--- config.mk ---
export PLATFORM = sky130hd
export DESIGN_NAME = dcfm_fifo_core
export DESIGN_NICKNAME = d
export VERILOG_FILES = /design/src/dcfm_pkg.sv /design/src/dcfm_fifo_core.sv /design/src/dcfm_mem.sv
export SDC_FILE = /design/constraint.sdc
export NUM_CORES = 2
export LEC_CHECK = 0
export BUFFER_PORTS_ARGS = -buffer_cell sky130_fd_sc_hd__buf_2
export CAP_MARGIN = 5
export CORE_MARGIN = 1
export CORE_UTILIZATION = 62
export DETAILED_ROUTE_END_ITERATION = 6
export PLACE_DENSITY = 0.75
export SYNTH_ARGS = -nofsm -noshare
export SYNTH_HDL_FRONTEND = slang
export SYNTH_SLANG_ARGS = --single-unit
--- constraint.sdc ---
create_clock -name clk_sys_i -period 4.4 [get_ports clk_sys_i]
set_clock_uncertainty 0.1 [all_clocks]
set_input_delay 0.88 -clock clk_sys_i [delete_from_list [all_inputs] [get_ports clk_sys_i]]
set_output_delay 0.88 -clock clk_sys_i [all_outputs]
set_load 0.01 [all_outputs]
--- src/dcfm_pkg.sv ---
// constants, encodings and pointer helpers for the dual-port fifo core
// assumes one system clock samples both port clocks and all port pins
package dcfm_pkg;

    localparam int DATA_W = 36;
    localparam int ADDR_W = 6;
    localparam int PTR_W  = 7;

    // fill level of a full memory, as seen by a pointer difference
    localparam logic [PTR_W-1:0] FILL_FULL = 7'h40;
    localparam logic [PTR_W-1:0] FILL_NONE = 7'h00;

    // offset presets chosen by the two select pins when reset releases
    localparam logic [PTR_W-1:0] OFFSET_SEL_HH = 7'h10;
    localparam logic [PTR_W-1:0] OFFSET_SEL_HL = 7'h0c;
    localparam logic [PTR_W-1:0] OFFSET_SEL_LH = 7'h08;
    localparam logic [PTR_W-1:0] OFFSET_SEL_LL = 7'h04;
    localparam logic [PTR_W-1:0] OFFSET_RST    = 7'h04;

    // read size code {size_sel1, size_sel0}
    localparam logic [1:0] SIZE_LONG = 2'b00;
    localparam logic [1:0] SIZE_WORD = 2'b01;
    localparam logic [1:0] SIZE_BYTE = 2'b10;
    localparam logic [1:0] SIZE_MAIL = 2'b11;

    // further reads still owed from one long word after it is fetched
    localparam logic [1:0] PARTS_LONG = 2'd0;
    localparam logic [1:0] PARTS_WORD = 2'd1;
    localparam logic [1:0] PARTS_BYTE = 2'd3;

    localparam logic [DATA_W-1:0] DATA_RST = 36'h0_0000_0000;

    function automatic logic [PTR_W-1:0] bin2gray(input logic [PTR_W-1:0] b);
        return b ^ (b >> 1);
    endfunction

    function automatic logic [PTR_W-1:0] gray2bin(input logic [PTR_W-1:0] g);
        logic [PTR_W-1:0] b;
        b[PTR_W-1] = g[PTR_W-1];
        for (int i = PTR_W - 2; i >= 0; i--) begin
            b[i] = g[i] ^ b[i+1];
        end
        return b;
    endfunction

    function automatic logic [PTR_W-1:0] offset_decode(input logic fs1, input logic fs0);
        case ({fs1, fs0})
            2'b11:   return OFFSET_SEL_HH;
            2'b10:   return OFFSET_SEL_HL;
            2'b01:   return OFFSET_SEL_LH;
            default: return OFFSET_SEL_LL;
        endcase
    endfunction

    function automatic logic [1:0] parts_for(input logic [1:0] size);
        case (size)
            SIZE_WORD: return PARTS_WORD;
            SIZE_BYTE: return PARTS_BYTE;
            default:   return PARTS_LONG;
        endcase
    endfunction

endpackage

--- src/dcfm_fifo_core.sv ---
// dual-port fifo core: 64 x 36 queue, status flags, two mailbox registers
// assumes port clocks and pins are asynchronous to clk_sys_i and are sampled here
//
// Summary of operation
// - every fifo flag passes two stages clocked by its own port clock.
// - empty and almost-empty on read port; full and almost-full on write port.
// - fifo reads are ignored while empty flag is low.
// - with byte or word size, empty drops after last part is read.
// - read pointer steps once per long word moved to output register.
// - after write into empty fifo, empty rises on second read edge.
// - a read edge too close after the write is not the first sync cycle.
// - fifo writes are ignored while full flag is low.
// - write pointer steps once per accepted word.
// - after a read frees space, full rises on second write edge.
// - a write edge too close after the read is not the first sync cycle.
// - flag levels follow fill count against offset x.
// - almost-empty low at x or fewer words, high above.
// - almost-full low at 64-x or more words, high below.
// - almost-empty rises on second read edge after crossing x+1.
// - almost-full rises on second write edge after dropping below threshold.
// - fifo write needs select low, dir high, enable high, mailbox low.
// - fifo read needs select low, dir low, enable high, a size bit low.
// - write-port read with mailbox low does nothing.
// - mailbox writes: write port with mailbox high, read port with size 11.
// - writing a mail register drops its flag; writes ignored while flag low.
// - read port shows output register, or mail one when size is 11.
// - reading a mail register raises its flag on that port edge.
// - reading a mail register leaves its content unchanged.
// - reset release loads offset x from the two select pins.
// - reset clears pointers and flags; full rises two write edges later.
`timescale 1ns/10ps
module dcfm_fifo_core (
    input  wire logic        clk_sys_i,
    input  wire logic        srst_i,
    input  wire logic        fifo_reset_n_i,
    input  wire logic        offset_select0_i,
    input  wire logic        offset_select1_i,
    input  wire logic        write_port_clock_i,
    input  wire logic        write_port_select_n_i,
    input  wire logic        write_port_dir_i,
    input  wire logic        write_port_enable_i,
    input  wire logic        write_port_mailbox_select_i,
    input  wire logic [35:0] write_port_bus_i,
    output logic      [35:0] write_port_bus_o,
    output logic             write_port_bus_oe_n_o,
    input  wire logic        read_port_clock_i,
    input  wire logic        read_port_select_n_i,
    input  wire logic        read_port_dir_i,
    input  wire logic        read_port_enable_i,
    input  wire logic        read_port_size_sel0_i,
    input  wire logic        read_port_size_sel1_i,
    input  wire logic [35:0] read_port_bus_i,
    output logic      [35:0] read_port_bus_o,
    output logic             read_port_bus_oe_n_o,
    output logic             full_flag_n_o,
    output logic             almost_full_flag_n_o,
    output logic             empty_flag_n_o,
    output logic             almost_empty_flag_n_o,
    output logic             mail_one_flag_n_o,
    output logic             mail_two_flag_n_o
);

    localparam int PW = dcfm_pkg::PTR_W;
    localparam int SW = 86;

    // pin synchronisers: every pin, both port clocks included, gets two flops
    logic [SW-1:0] pin_s1;
    logic [SW-1:0] pin_s2;
    logic          wclk_q;
    logic          rclk_q;
    logic          rstn_q;
    logic          wclk_s;
    logic          rclk_s;
    logic          rstn_s;
    logic          fs0_s;
    logic          fs1_s;
    logic          ws_n;
    logic          wdir;
    logic          wen;
    logic          wmb;
    logic [35:0]   wbus;
    logic          rs_n;
    logic          rdir;
    logic          ren;
    logic [1:0]    rsize;
    logic [35:0]   rbus;

    always_ff @(posedge clk_sys_i) begin
        pin_s1 <= {write_port_clock_i, read_port_clock_i, fifo_reset_n_i,
                   offset_select1_i, offset_select0_i,
                   write_port_select_n_i, write_port_dir_i, write_port_enable_i,
                   write_port_mailbox_select_i, write_port_bus_i,
                   read_port_select_n_i, read_port_dir_i, read_port_enable_i,
                   read_port_size_sel1_i, read_port_size_sel0_i, read_port_bus_i};
        pin_s2 <= pin_s1;
    end

    assign {wclk_s, rclk_s, rstn_s, fs1_s, fs0_s, ws_n, wdir, wen, wmb, wbus,
            rs_n, rdir, ren, rsize, rbus} = pin_s2;

    always_ff @(posedge clk_sys_i) begin
        if (srst_i) begin
            // start high: a clock already high at release must not look like an edge
            wclk_q <= 1'b1;
            rclk_q <= 1'b1;
            rstn_q <= 1'b0;
        end else begin
            wclk_q <= wclk_s;
            rclk_q <= rclk_s;
            rstn_q <= rstn_s;
        end
    end

    // a port edge is one system cycle; pointers it moves show from the next
    // cycle, so an edge of the other port in that same cycle cannot count
    logic w_edge;
    logic r_edge;
    logic dev_rst;

    assign w_edge  = wclk_s & ~wclk_q;
    assign r_edge  = rclk_s & ~rclk_q;
    assign dev_rst = srst_i | ~rstn_s;

    // offset register, loaded as the device reset pin goes high
    logic [PW-1:0] offset;

    always_ff @(posedge clk_sys_i) begin
        if (srst_i) begin
            offset <= dcfm_pkg::OFFSET_RST;
        end else if (rstn_s & ~rstn_q) begin
            offset <= dcfm_pkg::offset_decode(fs1_s, fs0_s);
        end
    end

    // port decode
    logic wr_fifo;
    logic wr_accept;
    logic mail_one_wr;
    logic mail_two_rd;
    logic rd_req;
    logic rd_ok;
    logic fetch;
    logic mail_two_wr;
    logic mail_one_rd;
    logic mail_one_flag_n;
    logic mail_two_flag_n;
    logic full_flag_n;
    logic empty_flag_n;

    assign wr_fifo     = w_edge & ~ws_n & wdir & wen & ~wmb;
    assign wr_accept   = wr_fifo & full_flag_n;
    assign mail_one_wr = w_edge & ~ws_n & wdir & wen & wmb & mail_one_flag_n;
    // a read with the mailbox deselected is decoded to nothing
    assign mail_two_rd = w_edge & ~ws_n & ~wdir & wen & wmb;

    assign rd_req      = r_edge & ~rs_n & ~rdir & ren & (rsize != dcfm_pkg::SIZE_MAIL);
    assign rd_ok       = rd_req & empty_flag_n;
    assign mail_two_wr = r_edge & ~rs_n & rdir & ren & (rsize == dcfm_pkg::SIZE_MAIL)
                         & mail_two_flag_n;
    assign mail_one_rd = r_edge & ~rs_n & ~rdir & ren & (rsize == dcfm_pkg::SIZE_MAIL);

    // write side pointers
    logic [PW-1:0] wptr;
    logic [PW-1:0] wptr_gray;
    logic [PW-1:0] rptr_gray_w1;
    logic [PW-1:0] rptr_gray;
    logic [PW-1:0] next_wptr;
    logic [PW-1:0] wfill;
    logic          w_seen;

    assign next_wptr = wptr + {{(PW-1){1'b0}}, wr_accept};
    assign wfill     = next_wptr - dcfm_pkg::gray2bin(rptr_gray_w1);

    always_ff @(posedge clk_sys_i) begin
        if (dev_rst) begin
            wptr      <= '0;
            wptr_gray <= '0;
        end else begin
            wptr      <= next_wptr;
            wptr_gray <= dcfm_pkg::bin2gray(next_wptr);
        end
    end

    // first write-side stage holds the read pointer, the flag flop is the second
    always_ff @(posedge clk_sys_i) begin
        if (dev_rst) begin
            rptr_gray_w1         <= '0;
            w_seen               <= 1'b0;
            full_flag_n          <= 1'b0;
            almost_full_flag_n_o <= 1'b1;
        end else if (w_edge) begin
            rptr_gray_w1         <= rptr_gray;
            w_seen               <= 1'b1;
            // w_seen keeps full low through the first edge after reset
            full_flag_n          <= w_seen & (wfill != dcfm_pkg::FILL_FULL);
            almost_full_flag_n_o <= wfill < (dcfm_pkg::FILL_FULL - offset);
        end
    end

    assign full_flag_n_o = full_flag_n;

    // read side pointers
    logic [PW-1:0] rptr;
    logic [PW-1:0] wptr_gray_r1;
    logic [PW-1:0] next_rptr;
    logic [PW-1:0] rfill;
    logic [1:0]    parts_left;
    logic [1:0]    next_parts;

    // a new long word leaves memory only when no part of the last one is owed
    assign fetch     = rd_ok & (parts_left == 2'd0);
    assign next_rptr = rptr + {{(PW-1){1'b0}}, fetch};
    assign rfill     = dcfm_pkg::gray2bin(wptr_gray_r1) - next_rptr;

    always_comb begin
        next_parts = parts_left;
        if (fetch) begin
            next_parts = dcfm_pkg::parts_for(rsize);
        end else if (rd_ok) begin
            next_parts = parts_left - 2'd1;
        end
    end

    always_ff @(posedge clk_sys_i) begin
        if (dev_rst) begin
            rptr       <= '0;
            rptr_gray  <= '0;
            parts_left <= 2'd0;
        end else begin
            rptr       <= next_rptr;
            rptr_gray  <= dcfm_pkg::bin2gray(next_rptr);
            parts_left <= next_parts;
        end
    end

    always_ff @(posedge clk_sys_i) begin
        if (dev_rst) begin
            wptr_gray_r1          <= '0;
            empty_flag_n          <= 1'b0;
            almost_empty_flag_n_o <= 1'b0;
        end else if (r_edge) begin
            wptr_gray_r1          <= wptr_gray;
            // owed parts keep the flag high until the last of them is read
            empty_flag_n          <= (rfill != dcfm_pkg::FILL_NONE)
                                     | (next_parts != 2'd0);
            almost_empty_flag_n_o <= rfill > offset;
        end
    end

    assign empty_flag_n_o = empty_flag_n;

    // storage; its read register is the fifo output register
    logic [35:0] fifo_out;

    dcfm_mem u_mem (
        .clk_sys_i (clk_sys_i),
        .we_i      (wr_accept),
        .waddr_i   (wptr[dcfm_pkg::ADDR_W-1:0]),
        .wdata_i   (wbus),
        .re_i      (fetch),
        .raddr_i   (rptr[dcfm_pkg::ADDR_W-1:0]),
        .rdata_o   (fifo_out)
    );

    // mailboxes: a write in the same cycle as a read leaves the flag low
    logic [35:0] mail_one_reg;
    logic [35:0] mail_two_reg;

    always_ff @(posedge clk_sys_i) begin
        if (dev_rst) begin
            mail_one_flag_n <= 1'b1;
        end else if (mail_one_wr) begin
            mail_one_flag_n <= 1'b0;
        end else if (mail_one_rd) begin
            mail_one_flag_n <= 1'b1;
        end
    end

    always_ff @(posedge clk_sys_i) begin
        if (dev_rst) begin
            mail_two_flag_n <= 1'b1;
        end else if (mail_two_wr) begin
            mail_two_flag_n <= 1'b0;
        end else if (mail_two_rd) begin
            mail_two_flag_n <= 1'b1;
        end
    end

    // content survives reads and the device reset pin; srst_i clears it, otherwise only a write replaces it
    always_ff @(posedge clk_sys_i) begin
        if (srst_i) begin
            mail_one_reg <= dcfm_pkg::DATA_RST;
            mail_two_reg <= dcfm_pkg::DATA_RST;
        end else begin
            if (mail_one_wr) begin
                mail_one_reg <= wbus;
            end
            if (mail_two_wr) begin
                mail_two_reg <= rbus;
            end
        end
    end

    assign mail_one_flag_n_o = mail_one_flag_n;
    assign mail_two_flag_n_o = mail_two_flag_n;

    // bus drivers, one system cycle behind the sampled controls
    always_ff @(posedge clk_sys_i) begin
        if (srst_i) begin
            read_port_bus_o       <= dcfm_pkg::DATA_RST;
            read_port_bus_oe_n_o  <= 1'b1;
            write_port_bus_o      <= dcfm_pkg::DATA_RST;
            write_port_bus_oe_n_o <= 1'b1;
        end else begin
            read_port_bus_o       <= (rsize == dcfm_pkg::SIZE_MAIL) ? mail_one_reg
                                                                    : fifo_out;
            read_port_bus_oe_n_o  <= rs_n | rdir;
            write_port_bus_o      <= mail_two_reg;
            write_port_bus_oe_n_o <= ws_n | wdir;
        end
    end
endmodule

--- src/dcfm_mem.sv ---
// 64 x 36 storage array with a registered read port
// the read register doubles as the fifo output register; it holds while re is low
`timescale 1ns/10ps
module dcfm_mem (
    input  wire logic                          clk_sys_i,
    input  wire logic                          we_i,
    input  wire logic [dcfm_pkg::ADDR_W-1:0]   waddr_i,
    input  wire logic [dcfm_pkg::DATA_W-1:0]   wdata_i,
    input  wire logic                          re_i,
    input  wire logic [dcfm_pkg::ADDR_W-1:0]   raddr_i,
    output logic      [dcfm_pkg::DATA_W-1:0]   rdata_o
);

    logic [dcfm_pkg::DATA_W-1:0] mem [0:(1 << dcfm_pkg::ADDR_W)-1];

    always_ff @(posedge clk_sys_i) begin
        if (we_i) begin
            mem[waddr_i] <= wdata_i;
        end
    end

    always_ff @(posedge clk_sys_i) begin
        if (re_i) begin
            rdata_o <= mem[raddr_i];
        end
    end

endmodule

# ---- Word level (Yosys, flattened, before mapping)
# Memory sizes are Yosys's and may differ from the RTL's. A register that Yosys moved wholly into a read port is not among the register bits.
# Cells that the tools add are included.
dict set report word_totals {
  memories 1
  out_inout_bits 80
  word_cells 111
  ramBits 2304
  regBits 379
}
dict set report op_classes {
  muxes 11
  addsub 6
  magnitude_cmp 2
  n_eq_ne 8
  n_reduce_logical 5
  n_bitwise 52
}
# memory words word_bits read_ports rd_clocked_by_memory_dff write_ports line
set mem_list {}
lappend mem_list {u_mem.mem 64 36 1 1 1 dcfm_mem.sv:14} ;# logic [dcfm_pkg::DATA_W-1:0] mem [0:(1 << dcfm_pkg::ADDR_W)-1];
# operator n
set ops {}
lappend ops {{$mux W36} 1}
lappend ops {{$and A1 B1 Y1} 25}
lappend ops {{$pmux W5 S3} 1}
lappend ops {{$add A7 B1 Y7} 2}
lappend ops {{$sub A7 B7 Y7} 2}
lappend ops {{$xor A7 B6 Y7} 2}
lappend ops {{$xor A1 B1 Y1} 12}
lappend ops {{$not A1 Y1} 9}
lappend ops {{$eq A2 B2 Y1 const B} 4}
lappend ops {{$gt A7 B7 Y1} 1}
lappend ops {{$lt A7 B7 Y1} 1}
lappend ops {{$ne A7 B7 Y1 const B} 1}
lappend ops {{$reduce_bool A7 Y1} 1}
lappend ops {{$sub A7 B7 Y7 const A} 1}
lappend ops {{$mux W1} 6}
lappend ops {{$reduce_bool A2 Y1} 3}
lappend ops {{$eq A2 B1 Y1 const B} 2}
lappend ops {{$mux W2} 2}
lappend ops {{$or A1 B1 Y1} 4}
lappend ops {{$pmux W2 S2} 1}
lappend ops {{$logic_not A2 Y1} 1}
lappend ops {{$ne A2 B2 Y1 const B} 1}
lappend ops {{$sub A2 B1 Y2 const B} 1}

# ---- Depth between registers and ports, before layout
dict set report depth {
  depth_word 12
  depth_mapped 18
}

# ---- Cells and area by module
# A second synthesis with hierarchy kept.
dict set report hier_totals {
  hier_cells 4828
  area_unflattened_um2 99626.8
}
# module area_per_inst_um2 seq_area_each_um2 cells_per_inst n_inst
set by_module_without_submodules {}
lappend by_module_without_submodules {dcfm_mem 88333.5 70267.4 3780 1}
lappend by_module_without_submodules {dcfm_fifo_core 11293.3 7467.2 1048 1}

# ---- Least setup slack after synthesis
# Ideal clock, no wire load.
dict set report synth_path {
  path_kind {reg2reg}
  start {register wclk_q}
  end {register almost_full_flag_n_o}
  setup_time_ps 87
  required_time_ps 4213
  slack_ps 388
  arrival_ps 3825
  synth_period_minus_slack_ps 4012
  stages_incl_launch_ff 18
  n_path_buf 0
  cell_sequence {dfxtp_1 > nand2b_1 > nor3b_1 > nand2_1 > nor3b_1 > ha_1 > xor2_1 > ha_1 > nor2b_1 > o21ai_0 > a21oi_1 > o21a_1 > o21a_1 > nor3_1 > nor2_1 > ha_1 > o21a_1 > o31ai_1}
}
dict set report synth_between {
  elab_chain_cells 10
}
# element line
set synth_lines {}
lappend synth_lines {{from (decl)} dcfm_fifo_core.sv:69} ;# logic wclk_q;
lappend synth_lines {{from (signal assigned)} dcfm_fifo_core.sv:108} ;# wclk_q <= wclk_s;
lappend synth_lines {{$not A1 Y1} dcfm_fifo_core.sv:120} ;# assign w_edge = wclk_s & ~wclk_q;
lappend synth_lines {{$and A1 B1 Y1} dcfm_fifo_core.sv:120}
lappend synth_lines {{$and A1 B1 Y1 (4 in a row)} dcfm_fifo_core.sv:150} ;# assign wr_fifo = w_edge & ~ws_n & wdir & wen & ~wmb;
lappend synth_lines {{$and A1 B1 Y1} dcfm_fifo_core.sv:151} ;# assign wr_accept = wr_fifo & full_flag_n;
lappend synth_lines {{$add A7 B1 Y7} dcfm_fifo_core.sv:171} ;# assign next_wptr = wptr + {{(PW-1){1'b0}}, wr_accept};
lappend synth_lines {{named net next_wptr[1]} dcfm_fifo_core.sv:167} ;# logic [PW-1:0] next_wptr;
lappend synth_lines {{$sub A7 B7 Y7} dcfm_fifo_core.sv:172} ;# assign wfill = next_wptr - dcfm_pkg::gray2bin(rptr_gray_w1);
lappend synth_lines {{$lt A7 B7 Y1} dcfm_fifo_core.sv:196} ;# almost_full_flag_n_o <= wfill < (dcfm_pkg::FILL_FULL - offset);
lappend synth_lines {{to (signal assigned)} dcfm_fifo_core.sv:196}
lappend synth_lines {{to (decl)} dcfm_fifo_core.sv:56} ;# output logic almost_full_flag_n_o,
# The timed path passes the listed nets, and every way through them passes these cells.
# A chain may end at the register's enable or synchronous reset.

# ---- Worst setup path after layout
dict set report layout_path {
  start {register pin_s2[37]}
  end {register almost_empty_flag_n_o}
}
dict set report layout_between {
  elab_chain_cells 7
}
# element line
set layout_lines {}
lappend layout_lines {{from (decl)} dcfm_fifo_core.sv:68} ;# logic [SW-1:0] pin_s2;
lappend layout_lines {{from (signal assigned)} dcfm_fifo_core.sv:95} ;# pin_s2 <= pin_s1;
lappend layout_lines {{$ne A2 B2 Y1} dcfm_fifo_core.sv:156} ;# assign rd_req = r_edge & ~rs_n & ~rdir & ren & (rsize != dcfm_pkg::SIZE_MAIL);
lappend layout_lines {{$and A1 B1 Y1} dcfm_fifo_core.sv:156}
lappend layout_lines {{$and A1 B1 Y1} dcfm_fifo_core.sv:157} ;# assign rd_ok = rd_req & empty_flag_n;
lappend layout_lines {{$and A1 B1 Y1} dcfm_fifo_core.sv:211} ;# assign fetch = rd_ok & (parts_left == 2'd0);
lappend layout_lines {{$add A7 B1 Y7} dcfm_fifo_core.sv:212} ;# assign next_rptr = rptr + {{(PW-1){1'b0}}, fetch};
lappend layout_lines {{$sub A7 B7 Y7} dcfm_fifo_core.sv:213} ;# assign rfill = dcfm_pkg::gray2bin(wptr_gray_r1) - next_rptr;
lappend layout_lines {{$gt A7 B7 Y1} dcfm_fifo_core.sv:246} ;# almost_empty_flag_n_o <= rfill > offset;
lappend layout_lines {{to (signal assigned)} dcfm_fifo_core.sv:246}
lappend layout_lines {{to (decl)} dcfm_fifo_core.sv:58} ;# output logic almost_empty_flag_n_o,
# Every way passes these cells.

==> metrics.md <==
| Metric | Value |
|---|---|
| Detailed Route WL | approximately 260000 µm |
| Htree depth | 5 |
| Vias | 50000 |
| ANT nets after route | 0 |
| Clock transition at path regs | 60 ps |
| Largest net degree at the start of global routing | between 100 and 150 |
| Most frequent cells in the layout | edfxtp_1 (2340), mux4_2 (741), dfxtp_1 (332), clkbuf_16 (291), nand2_1 (208) |
| Min-delay worst type | flip-flop to flip-flop |
| PortBufs | 167 |
| Worst VDD drop | roughly 440 µV |
| Failing checks | design-rule violations |
| Vias per inst | approximately 7 |
| CTS tree | done |
| Ys flop type | edfxtp_1 |
| Die Height | about 400 µm |
| Critical Path AT | 4840 ps |
| Routed WL per cell | 35.2 µm |
| CP max stage delay | 500 ps |
| RSZ-0062 raised after global routing | false |
| Share of cells above drive strength 1 | 30.8% |
| Largest register by flop count | u_mem.mem |
| Hold Fails Final Rpt | 0 |
| Syn_area_per_cell | between 20 and 25 µm² |
| CP Cell Sequence | ha_4, or3b_1, o31ai_1, and2_1, ha_1, a41oi_1, nand3_1, o21ai_1, xnor2_1, ha_1, a21o_1, a21oi_1, a41oi_1, a21boi_0, mux2_1, a21oi_1 |
| Antenna violations before repair | 18 |
| Total gr overflow | 0 |
| Syn nets | roughly 4600 |
| Worst skew pair latency | between 900 and 1000 ps |
| Cell Pwr Density | ~450 mW/mm² |
| Largest regs | u_mem.mem: 2304 flops, pin_s1: 86 flops, pin_s2: 86 flops |
| Setup-failing EPs final | 0 |
| Min-delay src | pin_s1[21] |
| Global Route Usage Sum | a little under a third |
| Seq/Total Area, Yosys | ~80% |
| # DRC | 1 |
| Total power | 0.0513 W |
| Mapped Area | roughly 0.10 mm² |
| Tmin final | slightly above 4000 ps |
| Yosys warns | 0 |
| Max-Cap Viols | 0 |
| Die Area | approximately 0.16 mm² |
| Synthesized instance count | between 4000 and 5000 |
| Post-DP Area | between 0.1 and 0.15 mm² |
| Worst-path fanout max | 7 |
| Critical Path RT | around 5200 ps |
| CTS root buf | clkbuf_16 |
| Crit Path Class | flip-flop to flip-flop |
| Fmax | 245 MHz |
| Final Cycle Share | between 90% and 100% |
| Number of synthesized register bits | 2713 |
| Post-synth EDFFs | between 2000 and 2500 |
| Core area | around 0.16 mm² |
| FP Rows | 147 |
| Routability cong. | ~0.84 |
| Asr flop ratio synth | 0% |
| RR Startpoint | pin_s2[37] |
| Slowest cell on the critical path | or3b_1 |
| Die width | 404 µm |
| Boundary Pins | approximately 170 |
| Largest register FFs | around 2300 |
| TritonCTS Sinks | 2713 |
| Slew Limit Fails | 0 |
| CP endpoint kind | flip-flop |
| Initial Util | a little over 60% |
| Slew @ Worst Pin | approximately 1300 ps |
| Startpoint Class | flip-flop |
| Setup TNS | 0 ps |
| Fill cells | between 8000 and 9000 |
| Rel. slew slack | between 10% and 20% |
| Distinct cell type count after synthesis | 66 |
| 1st-pass router iterations | 7 |
| Most common cell after layout, fill and taps aside | edfxtp_1 |
| Vias in the first global route | 50700 |
| Starting DRT DRC Count | approximately 8000 |
| Status | finished with violations |
| CTS buffer count | 280 |
| Design area | ~0.11 mm² |
| Final HPWL DP | between 100000 and 150000 µm |
| Crit path launch | pin_s2[37] |
| Final #Nets | a little over 5000 |
| R2R cell count | 16 |
| First-pass GRT wire length | roughly 360000 µm |
| Clock Path Buffers | 4 |
| Hold path cells | 0 |
| Area growth, synth to finish | 14.6% |
| Leak pwr | 35.9 nW |
layer usage:
layer	global-route usage, %	wire length, µm	share of wire [%]	vias up
met1	43.9	91300	35	26000
met4	11.4	9790	3.8	8
met2	51.0	126000	49	3866
li1	-	-	-	19500
met3	7.56	31200	12	636
met5	0	55	0.021	-
final timing paths:
kind / slack, ps / end
worst min register to register: 190 / pin_s2[21]
worst min-delay path: 190 / pin_s2[21]
worst max-delay path: 320 / almost_empty_flag_n_o
worst max register to register: 320 / almost_empty_flag_n_o
area by class of cell:
cell class	instances	area [µm²]	area share, %
sequential	2713	77800	67.8
multi-input combinational	1529	21800	19.0
clock buffer	386	7870	6.86
timing repair buffer	423	3640	3.17
tap	2160	2700	2.36
clock inverter	89	749	0.653
inverter	29	116	0.101
antenna	2	5.00	0.00436
kinds of logic (layout without fill, tap and decap cells):
group,after synthesis,count (layout),share of synthesized area [%]
other cells,0,2,0
mux,810,810,17.4
compound gates,163,163,0.947
flops,2713,2713,77.7
fa+ha+maj,29,29,0.361
buf+inv,262,927,1.02
simple gates,480,480,2.14
xor+xnor,47,47,0.461
synthesized netlist by cell type, drive strengths merged, types with 5 or more instances:
| library cell | instances | area (µm²) |
|---|---|---|
| mux2i | 53 | 531 |
| o31ai | 6 | 60.1 |
| edfxtp | 2340 | 70300 |
| o21ai | 24 | 120 |
| nor2b | 43 | 269 |
| mux2 | 16 | 180 |
| clkbuf | 148 | 556 |
| mux4 | 741 | 16700 |
| nand3b | 5 | 37.5 |
| xor2 | 21 | 191 |
| nor3 | 9 | 45.0 |
| buf | 85 | 352 |
| nor2 | 151 | 567 |
| and2 | 5 | 31.3 |
| o21a | 6 | 45.0 |
| a21oi | 101 | 505 |
| nand3 | 13 | 65.1 |
| ha | 28 | 350 |
| nand4 | 9 | 56.3 |
| nand2 | 208 | 781 |
| dfxtp | 373 | 7470 |
| nand2b | 6 | 37.5 |
| inv | 29 | 109 |
| xnor2 | 23 | 201 |
through the flow:
step	cells	utilization [%]	worst slack [ps]	hold WS, ps
final	7331	71.5	316	192
after global routing	7330	71.5	50.7	209
after CTS	7329	71.5	214	194
after detailed placement	6768	65.6	349	212
after global placement	6767	65.6	451	210
after floorplan	4504	-	388	210
what timing repair did:
action,CTS,global route
buffers inserted,0,0
gates resized for setup,0,6
setup endpoints to repair,0,3
hold buffers,86,0
endpoints found under the hold margin,86,0
power breakdown:
group	switching [W]	leakage, nW	internal [W]
clock network	0.00946	4.22	0.0132
registers	0.000346	24.1	0.0280
logic	0.000147	7.57	0.000121
worst max-delay path, delay by kind of cell, from the launching register on:
family	cells	cell delay, ps
flops	1	350
mux	1	300
compound gates	8	1510
xor+xnor	1	140
fa+ha+maj	3	760
simple gates	3	860
(Power assumes the default switching activity.)
